`src/core/pra_pkg.sv`:
```
// Purpose: Shared constants and types for the rung action unit.
// Assumes: Rung words are byte-packed: cond A, operator, cond B, action.
// Notes:   Only the action codes handled by this unit are listed.
package pra_pkg;

   localparam int          PRA_NUM_RUNGS     = 30;
   localparam int          PRA_NUM_VARS      = 10;
   localparam int          PRA_NUM_TIMERS    = 4;
   localparam int          PRA_NUM_INPUTS    = 8;

   // Condition codes
   localparam logic [7:0]  COND_FALSE        = 8'h00;
   localparam logic [7:0]  COND_TRUE         = 8'h01;
   localparam logic [7:0]  COND_INPUT_BASE   = 8'h32;
   localparam logic [7:0]  COND_VAR_BASE     = 8'h64;

   // Operator codes
   localparam logic [7:0]  OP_OR             = 8'h00;
   localparam logic [7:0]  OP_AND            = 8'h01;
   localparam logic [7:0]  OP_XOR            = 8'h02;
   localparam logic [7:0]  OP_NOR            = 8'h03;

   // Action codes
   localparam logic [7:0]  ACT_PRESET_BIT0   = 8'h19;
   localparam logic [7:0]  ACT_TABLE_BIT0    = 8'h23;
   localparam logic [7:0]  ACT_VAR_BASE      = 8'h28;
   localparam logic [7:0]  ACT_PULSE_TMR_D   = 8'h3D;
   localparam logic [7:0]  ACT_LOGIC_RESET   = 8'h45;
   localparam logic [7:0]  ACT_JUMP_BASE     = 8'h46;
   localparam logic [7:0]  ACT_JUMP_LAST     = 8'h63;
   localparam logic [7:0]  ACT_HEATER        = 8'h96;

   localparam int          TMR_D_IDX         = 3;
   localparam logic [3:0]  PRESET_ZERO_SPEED = 4'hF;
   localparam logic [3:0]  PRESET_RESET      = 4'h0;
   localparam logic [1:0]  TABLE_RESET       = 2'h0;

   typedef struct packed {
      logic [7:0] cond_a;
      logic [7:0] oper;
      logic [7:0] cond_b;
      logic [7:0] action;
   } pra_rung_s;

   typedef struct packed {
      logic       zero_speed;
      logic [3:0] preset_num;
      logic [2:0] table_num;
   } pra_select_s;

endpackage

```
`src/core/pra_rung_eval.sv`:
```
// Purpose: Combinational evaluation of one rung's condition.
// Assumes: Condition codes outside the known ranges read as false.
// Notes:   Pure logic, no state.
`timescale 1ns/1ps
`default_nettype none
module pra_rung_eval
   import pra_pkg::*;
(
   input  wire pra_rung_s                  rung,
   input  wire logic [PRA_NUM_INPUTS-1:0]  din,
   input  wire logic [PRA_NUM_VARS-1:0]    vars,
   output logic                            result
);

   function automatic logic cond_val(input logic [7:0] code,
                                     input logic [PRA_NUM_INPUTS-1:0] di,
                                     input logic [PRA_NUM_VARS-1:0] v);
      logic r;
      r = 1'b0;
      if (code == COND_TRUE)
         r = 1'b1;
      else if (code >= COND_INPUT_BASE && code < COND_INPUT_BASE + 8'(PRA_NUM_INPUTS))
         r = di[3'(code - COND_INPUT_BASE)];
      else if (code >= COND_VAR_BASE && code < COND_VAR_BASE + 8'(PRA_NUM_VARS))
         r = v[4'(code - COND_VAR_BASE)];
      return r;
   endfunction

   logic a;
   logic b;

   always_comb
   begin
      a = cond_val(rung.cond_a, din, vars);
      b = cond_val(rung.cond_b, din, vars);
      case (rung.oper)
         OP_OR:   result = a | b;
         OP_AND:  result = a & b;
         OP_XOR:  result = a ^ b;
         OP_NOR:  result = ~(a | b);
         default: result = 1'b0;
      endcase
   end

endmodule
`default_nettype wire

```
`src/core/pra_rung_unit.sv`:
```
// Purpose: Rung scanner firing pulse-restart, logic reset, jump, heater,
//          preset-speed and parameter-table actions.
// Assumes: One rung evaluated per clock; rung words stable during a scan.
// Notes:   Rung pointer holds at rung 0 while the mode is off.
// Contract
// - Pulse restart of timer D acts only when true and timer D has expired.
// - Logic reset expires every timer and clears every logical variable.
// - Logic reset leaves comparator state untouched.
// - Jump codes 70..99 move evaluation to rung code-70, skipping between.
// - Only forward jumps are taken; same or lower target raises an error.
// - Heater enable follows its action's condition.
// - Actions 25..28 drive preset index bits 0..3 from their conditions.
// - Preset index n selects speed n+1, all ones selects zero speed.
// - Table index uses action 35 as low bit and 36 as high; 0..3 pick tables 1..4.
// - Undriven preset index bits stay zero, giving preset speed 1.
// - Input NOR false fires the action while the input is low.
// - Table bits follow their condition and stay clear when never driven.
// - Rungs are evaluated in ascending order so later rungs see earlier writes.
`timescale 1ns/1ps
`default_nettype none
module pra_rung_unit
   import pra_pkg::*;
#(
   parameter int NUM_RUNGS = PRA_NUM_RUNGS
)(
   input  wire logic                       core_clk,
   input  wire logic                       rst,
   input  wire logic                       plc_mode_en,
   input  wire logic [32*NUM_RUNGS-1:0]    first_rung_word,
   input  wire logic [PRA_NUM_INPUTS-1:0]  din,
   input  wire logic [PRA_NUM_TIMERS-1:0]  tmr_expired,
   output logic                            tmr_d_restart,
   output logic                            tmr_expire_all,
   output logic                            heater_en,
   output logic [3:0]                      preset_idx,
   output pra_select_s                     active_table_selector,
   output logic [PRA_NUM_VARS-1:0]         vars_ff,
   output logic                            jump_err,
   output logic                            scan_done
);

   initial
   begin
      if (NUM_RUNGS < 2 || NUM_RUNGS > PRA_NUM_RUNGS)
         $error("NUM_RUNGS out of range");
   end

   // ------------------------------------------------------------
   // Scan sequencing
   // ------------------------------------------------------------
   localparam int RW = $clog2(PRA_NUM_RUNGS);

   logic [RW-1:0]  rung_ff;
   logic [RW-1:0]  nxt_rung;
   pra_rung_s      cur;
   logic           fire;
   logic           is_jump;
   logic [7:0]     jump_tgt;
   logic           jump_ok;
   logic           last_rung;

   always_comb
   begin
      cur      = pra_rung_s'(first_rung_word[32*rung_ff +: 32]);
      is_jump  = cur.action >= ACT_JUMP_BASE && cur.action <= ACT_JUMP_LAST;
      jump_tgt = cur.action - ACT_JUMP_BASE;
      jump_ok  = jump_tgt > 8'(rung_ff) && jump_tgt < 8'(NUM_RUNGS);
      last_rung = rung_ff == RW'(NUM_RUNGS - 1);
   end

   pra_rung_eval u_eval (
      .rung   (cur),
      .din    (din),
      .vars   (vars_ff),
      .result (fire)
   );

   always_comb
   begin
      if (fire && is_jump && jump_ok)
         nxt_rung = RW'(jump_tgt);
      else if (last_rung)
         nxt_rung = '0;
      else
         nxt_rung = rung_ff + RW'(1);
   end

   always_ff @(posedge core_clk)
   begin
      if (rst || !plc_mode_en)
         rung_ff <= '0;
      else
         rung_ff <= nxt_rung;
   end

   always_ff @(posedge core_clk)
   begin
      if (rst)
         scan_done <= 1'b0;
      else
         scan_done <= plc_mode_en && last_rung;
   end

   // ------------------------------------------------------------
   // Jump error
   // ------------------------------------------------------------
   // Sticky until reset so software can see a single bad rung.
   always_ff @(posedge core_clk)
   begin
      if (rst)
         jump_err <= 1'b0;
      else if (plc_mode_en && fire && is_jump && !jump_ok)
         jump_err <= 1'b1;
   end

   // ------------------------------------------------------------
   // Logical variables and timer actions
   // ------------------------------------------------------------
   logic do_reset;
   assign do_reset = plc_mode_en && fire && cur.action == ACT_LOGIC_RESET;

   // Comparator state lives outside this unit, so reset cannot touch it.
   always_ff @(posedge core_clk)
   begin
      if (rst || do_reset)
         vars_ff <= '0;
      else if (plc_mode_en)
         for (int i = 0; i < PRA_NUM_VARS; i++)
            if (cur.action == ACT_VAR_BASE + 8'(i))
               vars_ff[i] <= fire;
   end

   always_ff @(posedge core_clk)
   begin
      if (rst)
      begin
         tmr_d_restart  <= 1'b0;
         tmr_expire_all <= 1'b0;
      end
      else
      begin
         tmr_d_restart  <= plc_mode_en && fire && cur.action == ACT_PULSE_TMR_D
                           && tmr_expired[TMR_D_IDX];
         tmr_expire_all <= do_reset;
      end
   end

   // ------------------------------------------------------------
   // Heater, preset and table index bits
   // ------------------------------------------------------------
   logic [1:0] table_idx_ff;

   always_ff @(posedge core_clk)
   begin
      if (rst)
      begin
         heater_en    <= 1'b0;
         preset_idx   <= PRESET_RESET;
         table_idx_ff <= TABLE_RESET;
      end
      else if (plc_mode_en)
      begin
         if (cur.action == ACT_HEATER)
            heater_en <= fire;
         for (int i = 0; i < 4; i++)
            if (cur.action == ACT_PRESET_BIT0 + 8'(i))
               preset_idx[i] <= fire;
         for (int i = 0; i < 2; i++)
            if (cur.action == ACT_TABLE_BIT0 + 8'(i))
               table_idx_ff[i] <= fire;
      end
   end

   // ------------------------------------------------------------
   // Index decode
   // ------------------------------------------------------------
   always_comb
   begin
      active_table_selector.zero_speed = preset_idx == PRESET_ZERO_SPEED;
      active_table_selector.preset_num = active_table_selector.zero_speed ? 4'h0
                                         : preset_idx + 4'h1;
      active_table_selector.table_num  = {1'b0, table_idx_ff} + 3'h1;
   end

   // ------------------------------------------------------------
   // Checks: sequencing and jumps
   // ------------------------------------------------------------
   a_jump_forward: assert property (@(posedge core_clk) disable iff (rst)
      plc_mode_en && fire && is_jump && jump_ok |=> rung_ff == $past(RW'(jump_tgt)))
      else $error("jump target not reached");

   a_jump_error: assert property (@(posedge core_clk) disable iff (rst)
      plc_mode_en && fire && is_jump && !jump_ok |=> jump_err)
      else $error("bad jump not flagged");

   a_jump_no_back: assert property (@(posedge core_clk) disable iff (rst)
      plc_mode_en && fire && is_jump && !jump_ok && !last_rung
      |=> rung_ff == $past(rung_ff) + RW'(1))
      else $error("backward jump taken");

   a_error_sticky: assert property (@(posedge core_clk) disable iff (rst)
      jump_err |=> jump_err)
      else $error("jump error lost");

   a_order_step: assert property (@(posedge core_clk) disable iff (rst)
      plc_mode_en && !(fire && is_jump) && !last_rung |=> rung_ff == $past(rung_ff) + RW'(1))
      else $error("rung order broken");

   a_scan_wrap: assert property (@(posedge core_clk) disable iff (rst)
      plc_mode_en && last_rung |=> rung_ff == '0 && scan_done)
      else $error("scan did not wrap");

   a_scan_pulse: assert property (@(posedge core_clk) disable iff (rst)
      scan_done |-> $past(last_rung) && $past(plc_mode_en))
      else $error("stray scan end");

   a_mode_off_hold: assert property (@(posedge core_clk) disable iff (rst)
      !plc_mode_en |=> rung_ff == '0 && $stable(preset_idx) && $stable(vars_ff))
      else $error("idle mode not holding");

   // ------------------------------------------------------------
   // Checks: conditions, variables and timers
   // ------------------------------------------------------------
   a_false_never: assert property (@(posedge core_clk) disable iff (rst)
      cur.cond_a == COND_FALSE && cur.cond_b == COND_FALSE && cur.oper != OP_NOR |-> !fire)
      else $error("constant false fired");

   a_nor_low_fire: assert property (@(posedge core_clk) disable iff (rst)
      cur.oper == OP_NOR && cur.cond_b == COND_FALSE && cur.cond_a >= COND_INPUT_BASE
      && cur.cond_a < COND_INPUT_BASE + 8'(PRA_NUM_INPUTS)
      |-> fire == !din[3'(cur.cond_a - COND_INPUT_BASE)])
      else $error("inverted input did not fire");

   a_vars_write: assert property (@(posedge core_clk) disable iff (rst)
      plc_mode_en && cur.action == ACT_VAR_BASE |=> vars_ff[0] == $past(fire))
      else $error("variable A not written");

   a_reset_vars: assert property (@(posedge core_clk) disable iff (rst)
      do_reset |=> vars_ff == '0 && tmr_expire_all)
      else $error("logic reset incomplete");

   a_expire_cause: assert property (@(posedge core_clk) disable iff (rst)
      tmr_expire_all |-> $past(do_reset))
      else $error("stray expire pulse");

   a_pulse_restart: assert property (@(posedge core_clk) disable iff (rst)
      tmr_d_restart |-> $past(tmr_expired[TMR_D_IDX]) && $past(fire))
      else $error("timer D restarted while running");

   a_restart_cause: assert property (@(posedge core_clk) disable iff (rst)
      tmr_d_restart |-> $past(plc_mode_en) && $past(cur.action == ACT_PULSE_TMR_D))
      else $error("restart without its action");

   a_restart_forced: assert property (@(posedge core_clk) disable iff (rst)
      plc_mode_en && fire && cur.action == ACT_PULSE_TMR_D && tmr_expired[TMR_D_IDX]
      |=> tmr_d_restart)
      else $error("expired timer D not restarted");

   // ------------------------------------------------------------
   // Checks: drive outputs
   // ------------------------------------------------------------
   a_heater_follow: assert property (@(posedge core_clk) disable iff (rst)
      plc_mode_en && cur.action == ACT_HEATER |=> heater_en == $past(fire))
      else $error("heater not following");

   a_heater_hold: assert property (@(posedge core_clk) disable iff (rst)
      plc_mode_en && cur.action != ACT_HEATER |=> $stable(heater_en))
      else $error("heater changed by other rung");

   a_preset_bit: assert property (@(posedge core_clk) disable iff (rst)
      plc_mode_en && cur.action == ACT_PRESET_BIT0 |=> preset_idx[0] == $past(fire))
      else $error("preset bit 0 wrong");

   a_preset_bit_one: assert property (@(posedge core_clk) disable iff (rst)
      plc_mode_en && cur.action == ACT_PRESET_BIT0 + 8'h01 |=> preset_idx[1] == $past(fire))
      else $error("preset bit 1 wrong");

   a_preset_bit_two: assert property (@(posedge core_clk) disable iff (rst)
      plc_mode_en && cur.action == ACT_PRESET_BIT0 + 8'h02 |=> preset_idx[2] == $past(fire))
      else $error("preset bit 2 wrong");

   a_preset_bit_three: assert property (@(posedge core_clk) disable iff (rst)
      plc_mode_en && cur.action == ACT_PRESET_BIT0 + 8'h03 |=> preset_idx[3] == $past(fire))
      else $error("preset bit 3 wrong");

   a_zero_speed: assert property (@(posedge core_clk) disable iff (rst)
      preset_idx == 4'hF |-> active_table_selector.zero_speed
      && active_table_selector.preset_num == 4'h0)
      else $error("zero speed decode wrong");

   a_preset_decode: assert property (@(posedge core_clk) disable iff (rst)
      preset_idx != PRESET_ZERO_SPEED |-> !active_table_selector.zero_speed
      && active_table_selector.preset_num - 4'h1 == preset_idx)
      else $error("preset speed decode wrong");

   a_table_bit_low: assert property (@(posedge core_clk) disable iff (rst)
      plc_mode_en && cur.action == ACT_TABLE_BIT0 |=> table_idx_ff[0] == $past(fire))
      else $error("table bit 0 wrong");

   a_table_bit_high: assert property (@(posedge core_clk) disable iff (rst)
      plc_mode_en && cur.action == ACT_TABLE_BIT0 + 8'h01 |=> table_idx_ff[1] == $past(fire))
      else $error("table bit 1 wrong");

   a_table_decode: assert property (@(posedge core_clk) disable iff (rst)
      active_table_selector.table_num == (table_idx_ff == 2'h0 ? 3'h1
      : table_idx_ff == 2'h1 ? 3'h2 : table_idx_ff == 2'h2 ? 3'h3 : 3'h4))
      else $error("table decode wrong");

endmodule
`default_nettype wire

```
`config.mk`:
```
export PLATFORM = sky130hd
export DESIGN_NAME = pra_rung_unit
export DESIGN_NICKNAME = d
export VERILOG_FILES = /design/src/core/pra_pkg.sv /design/src/core/pra_rung_eval.sv /design/src/core/pra_rung_unit.sv
export SDC_FILE = /design/constraint.sdc
export NUM_CORES = 1
export LEC_CHECK = 0
export BUFFER_PORTS_ARGS = -buffer_cell sky130_fd_sc_hd__buf_2
export CORE_AREA = 4 4 387 389
export CTS_CLUSTER_DIAMETER = 200
export DETAILED_ROUTE_END_ITERATION = 7
export DIE_AREA = 0 0 391 393
export GPL_ROUTABILITY_DRIVEN = 0
export PLACE_DENSITY_LB_ADDON = 0.25
export SYNTH_ARGS = -nofsm -noshare
export SYNTH_HDL_FRONTEND = slang
export SYNTH_HIERARCHICAL = 1
export SYNTH_SLANG_ARGS = --single-unit
```
`constraint.sdc`:
```
create_clock -name core_clk -period 8.95 [get_ports core_clk]
set_clock_uncertainty 0.05 [all_clocks]
set_input_delay 1.79 -clock core_clk [delete_from_list [all_inputs] [get_ports core_clk]]
set_output_delay 1.79 -clock core_clk [all_outputs]
set_load 0.01 [all_outputs]
```
==> results.md, run 1 <==
* Status: finished clean
* Synth Net Count at 1937
* Leakage Power at 7.25 nW
* Via count at 13561
* Post-Layout Cell Count at 3861
* Switching share of power at 41.6%
* Largest net degree at the start of global routing at 86
* Post-synthesis cell count at 940
* TritonCTS Buffers at 3
* Tmin final at 7640 ps
* Yosys warning count at 6
* Clock Pin Slew Worst Setup and Hold Paths at 70 ps
* Worst Max-Slew Pin Slew at 1360 ps
* Hold Slack at 400 ps
* Placed insts at 3829
* Overall Global Routing Usage at 12.9%
* Placed Area at 17500 um2
* Max-Cap Viols at 0
* CTS tree: done
* Floorplan row count at 141
* Layout Utilization at 12.0%
* Endpoints failing hold at 0
* Period utilisation layout at 85.3%
* WP data arrival at 7750 ps
* DRT antenna net count at 0
* Drt via density at 3.51
* CP Launch Type: primary input
* PwrDens at 56.2 nW/um2
* Area Growth Syn to Fin at 77.6%
* Switch Pwr at 412 uW
* Crit path kind: primary input to register
* Final Cell Area at 17700 um2
* Die X at 391 um
* Max clock buf depth at 2
* Die area at 154000 um2
* Clk root buf: clkbuf_16
* Die height at 393 um
* CTS H-tree depth at 1
* Core area at 147000 um2
* Number of port buffers at 998
* Clock sinks at 26
* Clock network fraction of design power at 12.4%
* Nets@finish at 2901
* Initial antenna violation count at 60
* Critical Path RT at 9060 ps
* DR WL/cell at 27.5 um
* Initial core utilization at 6.78%
* Area of the mapped netlist at 9950 um2
* Hold/Removal Path Class: register to register
* Crit Path Max Fanout at 10
* Seq pwr share at 12.3%
* Post-Syn Area per Cell at 10.6 um2
* Post-CTS sizing at 0
* Slew margin rel. at 9.35%
* Setup Viol. Count Final at 0
* Clock insertion delay at the later pin of the skew report at 270 ps
* Iteration-0 DRC Markers at 928
* Fillcell total at 17171
* Internal power at 580 uW
* Vias in the first global route at 14007
* DRT Pass-1 Iters at 4
* Top Ports at 1002
* Max IR drop VDD at 0.0476 mV
* Max Fclk at 131 MHz
* Max-slew violations at 0
* Setup tns final at 0 ps
* Post-Route WL at 106000 um
* RSZ-0062 raised after global routing: false
* Total grt overflow at 0
* Global-route wire length before repair at 132000 um
* DRC Markers at 0
* Hold_buf cts at 0
* Part of the power in combinational logic at 75.3%
* Post-CTS setup buffers at 0
* Share of cells above drive strength 1 at 70.5%
* Post-DP HPWL at 95800 um
* Worst setup EP type: register
[final cells by class]
cell class | instances | area, um2 | area share, %
timing repair buffer | 1061 | 5540 | 31.4
multi-input combinational | 789 | 8910 | 50.4
clock buffer | 4 | 100 | 0.567
sequential | 26 | 539 | 3.05
tap | 1930 | 2410 | 13.7
inverter | 23 | 88.8 | 0.503
antenna | 28 | 70.1 | 0.397
[per-layer routing]
metal | track usage, % | part of all wire (%) | vias up
met5 | 0 | 0.071 | -
met4 | 1.37 | 1.1 | 10
met3 | 2.37 | 6.4 | 88
met2 | 22.8 | 50 | 746
met1 | 16.7 | 43 | 6805
li1 | - | - | 5912
[per-stage QoR]
step                worst slack, ps  total power, mW
floorplan                      1910            0.455
detailed placement             1050            0.888
global placement               1120            0.886
global route                    921             1.06
CTS                            1330             1.02
finish                         1310            0.992
[path summary, 6_finish.rpt]
| kind | cells after the start | end | slack (ps) | startpoint |
|---|---|---|---|---|
| max | 22 | rung_ff[0]$_SDFF_PP0_ | 1310 | first_rung_word[489] |
| max reg2reg | 23 | rung_ff[0]$_SDFF_PP0_ | 1790 | rung_ff[0]$_SDFF_PP0_ |
| min reg2reg | 2 | jump_err$_SDFFE_PP0P_ | 400 | jump_err$_SDFFE_PP0P_ |
| min | 2 | jump_err$_SDFFE_PP0P_ | 400 | jump_err$_SDFFE_PP0P_ |
[critical path, stage by stage]
cell       delay (ps)
buf_2              90
mux2i_1            70
o22ai_1           740
a2111oi_2         100
buf_4             220
a21oi_1           740
inv_1             170
ha_1              400
nand2b_1          100
o22ai_1           100
a2111oi_0         600
a311oi_1          120
ha_1              260
o31ai_1           260
a21oi_1            80
nor4_2            310
buf_4             200
inv_1              40
nor3b_1           290
o211a_1           220
or3b_1            500
mux2_4            340
[placed cells by master, fill, tap and decap left out, types with 7 or more instances in the layout]
| master | n |
|---|---|
| nor3_1 | 12 |
| dfxtp_1 | 21 |
| a221oi_1 | 28 |
| mux2i_1 | 71 |
| mux4_1 | 10 |
| a2111oi_0 | 9 |
| nand2b_1 | 7 |
| inv_1 | 22 |
| nand2_1 | 125 |
| mux4_2 | 201 |
| buf_2 | 998 |
| a21oi_1 | 65 |
| o21ai_0 | 18 |
| buf_4 | 57 |
| nand3_1 | 11 |
| o22ai_1 | 23 |
| mux2_2 | 46 |
| a2111oi_2 | 8 |
| ha_1 | 22 |
| diode_2 | 28 |
| nand4_1 | 8 |
| nor2_1 | 29 |
[flip-flops by register name (all words and copies together), names as in the netlist]
name / count
preset_idx: 4
table_idx_ff: 2
tmr_expire_all: 1
scan_done: 1
tmr_d_restart: 1
vars_ff: 10
jump_err: 1
rung_ff: 5
heater_en: 1
[power by group through the flow]
| stage | Combinational (mW) | Clock, mW | Sequential, mW |
|---|---|---|---|
| 2_1_floorplan | 0.335 | 0 | 0.119 |
| 3_3_place_gp | 0.761 | 0 | 0.126 |
| 3_5_place_dp | 0.762 | 0 | 0.125 |
| 4_1_cts | 0.765 | 0.128 | 0.123 |
| 5_1_grt | 0.804 | 0.131 | 0.123 |
| 6_report | 0.747 | 0.123 | 0.122 |
Power figures use the tool's default switching activity.
==> run 2, diff against run 1 <==
--- a/config.mk
+++ b/config.mk
@@ -5,7 +5,8 @@
 export SDC_FILE = /design/constraint.sdc
 export NUM_CORES = 1
 export LEC_CHECK = 0
-export BUFFER_PORTS_ARGS = -buffer_cell sky130_fd_sc_hd__buf_2
+export ABC_AREA = 1
+export BUFFER_PORTS_ARGS = -buffer_cell sky130_fd_sc_hd__buf_4
 export CORE_AREA = 4 4 387 389
 export CTS_CLUSTER_DIAMETER = 200
 export DETAILED_ROUTE_END_ITERATION = 7
==> constraint.sdc (replaced) <==
create_clock -name core_clk -period 8.95 [get_ports core_clk]
set_clock_uncertainty 0.05 [all_clocks]
set_input_delay 1.79 -clock core_clk [delete_from_list [all_inputs] [get_ports core_clk]]
set_output_delay 1.79 -clock core_clk [all_outputs]
set_load 0.005 [all_outputs]
==> results.md, run 2 <==
* Setup Viol. Count Final at 0 (unchanged)
* Largest stage delay on the critical path at 770 ps (+30 ps)
* Tmin final at 6400 ps (-1240 ps)
* Nets@finish at 4263 (+47%)
* Post-DP HPWL at 108000 um (+13%)
* Clk root buf: clkbuf_16
* Fillcell total at 17450 (+1.6%)
* Post-CTS setup buffers at 0 (unchanged)
* Critical R2R Capture: rung_ff[4]$_SDFF_PP0_
* Crit-path most repeated cell: nand2_1
* PwrDens at 54.0 nW/um2 (-3.9%)
* Leading cell type in the layout, fill and taps excluded: buf_4
* DRT antenna net count at 0 (unchanged)
* Sequential-to-total area share from yosys stat at 4.41%
* Iteration-0 DRC Markers at 1204 (+30%)
* Hold_buf cts at 0 (unchanged)
* Worst setup EP type: register
* Max IR drop VDD at 0.0574 mV (+21%)
* Share of cells above drive strength 1 at 33.4% (-37 points)
* Endpoints failing hold at 0 (unchanged)
* CTS H-tree depth at 1 (unchanged)
* Overall Global Routing Usage at 15.5% (+2.7 points)
* Die area at 154000 um2 (unchanged)
* Core area at 147000 um2 (unchanged)
* Crit Path Max Fanout at 10 (unchanged)
* Max reg flops at 10 (unchanged)
* DR WL/cell at 24.6 um (-11%)
* Max-Cap Viols at 0 (unchanged)
* Global-route wire length before repair at 166000 um (+26%)
* Post-CTS sizing at 0 (unchanged)
* Hold Slack at 422 ps (+22.2 ps)
* Total grt overflow at 0 (unchanged)
* Hold_sp: jump_err$_SDFFE_PP0P_
* WP data arrival at 6510 ps (-1240 ps)
* Period utilisation layout at 71.5% (-14 points)
* Yosys reg bits at 26
* Synth Net Count at 3427 (+77%)
* Worst Reg-to-Reg Cells at 27 (+17%)
* CP Launch Type: primary input
* Max Fclk at 156 MHz (+19%)
* Yosys top cell by area: nand2_1
* Hold worst-path end: jump_err$_SDFFE_PP0P_
* Max clock buf depth at 2 (unchanged)
* Hold/Removal Path Class: register to register
* Status: finished clean
* Synth Flop Type: dfxtp_1
* Top Ports at 1002 (unchanged)
* Area of the mapped netlist at 11800 um2 (+19%)
* Biggest register: vars_ff
* Slew margin rel. at 32.6% (+23 points)
* Top cells by area, synth: nand2_1, o21ai_0, nor2_1, nand3_1, o221ai_1
* Largest regs: vars_ff (10), rung_ff (5), preset_idx (4)
* Synth top area share at 19.4%
* Initial antenna violation count at 46 (-23%)
* Post-synthesis cell type count at 42
* Number of enable flip-flop cells after synthesis at 0
* Reg2reg start: rung_ff[0]$_SDFF_PP0_
* Post-synth ARST share at 0%
* DRT Pass-1 Iters at 5 (+1)
* RSZ-0062 raised after global routing: false
* Die X at 391 um (unchanged)
* Post-Syn Area per Cell at 4.86 um2 (-54%)
* Yosys warning count at 6 (unchanged)
* Placed Area at 21100 um2 (+20%)
* Crit-path slowest cell: a221oi_1
* Most common cell in the netlist: nand2_1
* Largest net degree at the start of global routing at 154 (+79%)
* TritonCTS Buffers at 3 (unchanged)
* DRC Markers at 0 (unchanged)
* Post-Route WL at 128000 um (+21%)
* Area Growth Syn to Fin at 79.4%
* Number of port buffers at 998 (unchanged)
* WHS Path Cells at 2 (unchanged)
* Leakage Power at 10.1 nW (+40%)
* R2R Setup Slk at 2730 ps (+940 ps)
* Drt via density at 3.84 (+9.4%)
* Final Cell Area at 21200 um2 (+20%)
* Total power at 1.14 mW (+15%)
* Setup tns final at 0 ps (unchanged)
* Critical Path RT at 9060 ps (about the same)
* Post-synthesis cell count at 2430 (+160%)
* CTS tree: done
* Clock Pin Slew Worst Setup and Hold Paths at 70 ps (about the same)
* Clock sinks at 26 (unchanged)
* Worst Max-Slew Pin Slew at 1010 ps (-349 ps)
* Die height at 393 um (unchanged)
* Max-slew violations at 0 (unchanged)
* Most frequent cells in the layout: buf_4, nand2_1, nor2_1
* Floorplan row count at 141 (unchanged)
* Via count at 20031 (+48%)
* Initial core utilization at 8.05% (+1.3 points)
* Synth cell count leaders: nand2_1, nor2_1, o21ai_0
* Clock insertion delay at the later pin of the skew report at 260 ps (about the same)
* Crit path kind: primary input to register
* Vias in the first global route at 19956 (+42%)
==> run 2: worst max-delay path by stage <==
stage,slack (ps),end,startpoint
2_1_floorplan,4220,rung_ff[3]$_SDFF_PP0_,first_rung_word[731]
3_3_place_gp,2030,rung_ff[4]$_SDFF_PP0_,first_rung_word[329]
3_5_place_dp,2080,rung_ff[4]$_SDFF_PP0_,first_rung_word[329]
4_1_cts,2350,rung_ff[4]$_SDFF_PP0_,first_rung_word[329]
5_1_grt,2070,rung_ff[4]$_SDFF_PP0_,first_rung_word[329]
6_report,2550,rung_ff[4]$_SDFF_PP0_,first_rung_word[330]
==> run 2: cells by family after synthesis <==
group                    Yosys count  share of synthesized area (%)
adder cells (fa/ha/maj)           22                           2.33
AO/OA/AOI/OAI                    628                           31.0
buffers and inverters            405                           15.1
XOR/XNOR                           3                          0.222
AND/OR/NAND/NOR                 1346                           47.0
flip-flops                        26                           4.41
==> run 2: power breakdown <==
group,switching [mW],internal (mW),total [mW],leakage (nW)
logic,0.485,0.414,0.898,9.87
registers,0.00790,0.116,0.124,0.212
clock network,0.0447,0.0779,0.123,0.0494
==> run 2: worst max-delay path, delay by kind of cell <==
family	cells	cell delay, ps
adders and majority gates	2	470
AOI/OAI and AO/OA	6	1680
and+or+nand+nor	13	1600
buffers and inverters	4	940
==> run 2: layout make-up <==
cell class                 count  area (um2)  share of cell area [%]
timing repair buffer        1032        7800                    36.8
inverter                     204         797                    3.76
sequential                    26         533                    2.51
tap                         1930        2410                    11.4
antenna                       17        42.5                   0.201
clock buffer                   4         100                   0.472
multi-input combinational   1999        9510                    44.9
==> run 2: routing by layer <==
| layer | global-route usage, % | share of wire, % | up-vias | routed length, um |
|---|---|---|---|---|
| met1 | 19.3 | 42 | 9364 | 54300 |
| met2 | 28.4 | 51 | 761 | 65300 |
| li1 | - | - | 9808 | - |
| met4 | 3.20 | 1.7 | 6 | 2240 |
| met5 | 0 | 0.032 | - | 41 |
| met3 | 2.08 | 4.9 | 92 | 6340 |
==> run 2: per-stage QoR <==
step                setup WS (ps)  std cells  util, %
floorplan                    4220       2430        -
global placement             2030       5191     14.3
detailed placement           2080       5191     14.3
CTS                          2350       5195     14.4
global route                 2070       5203     14.4
finish                       2550       5212     14.4
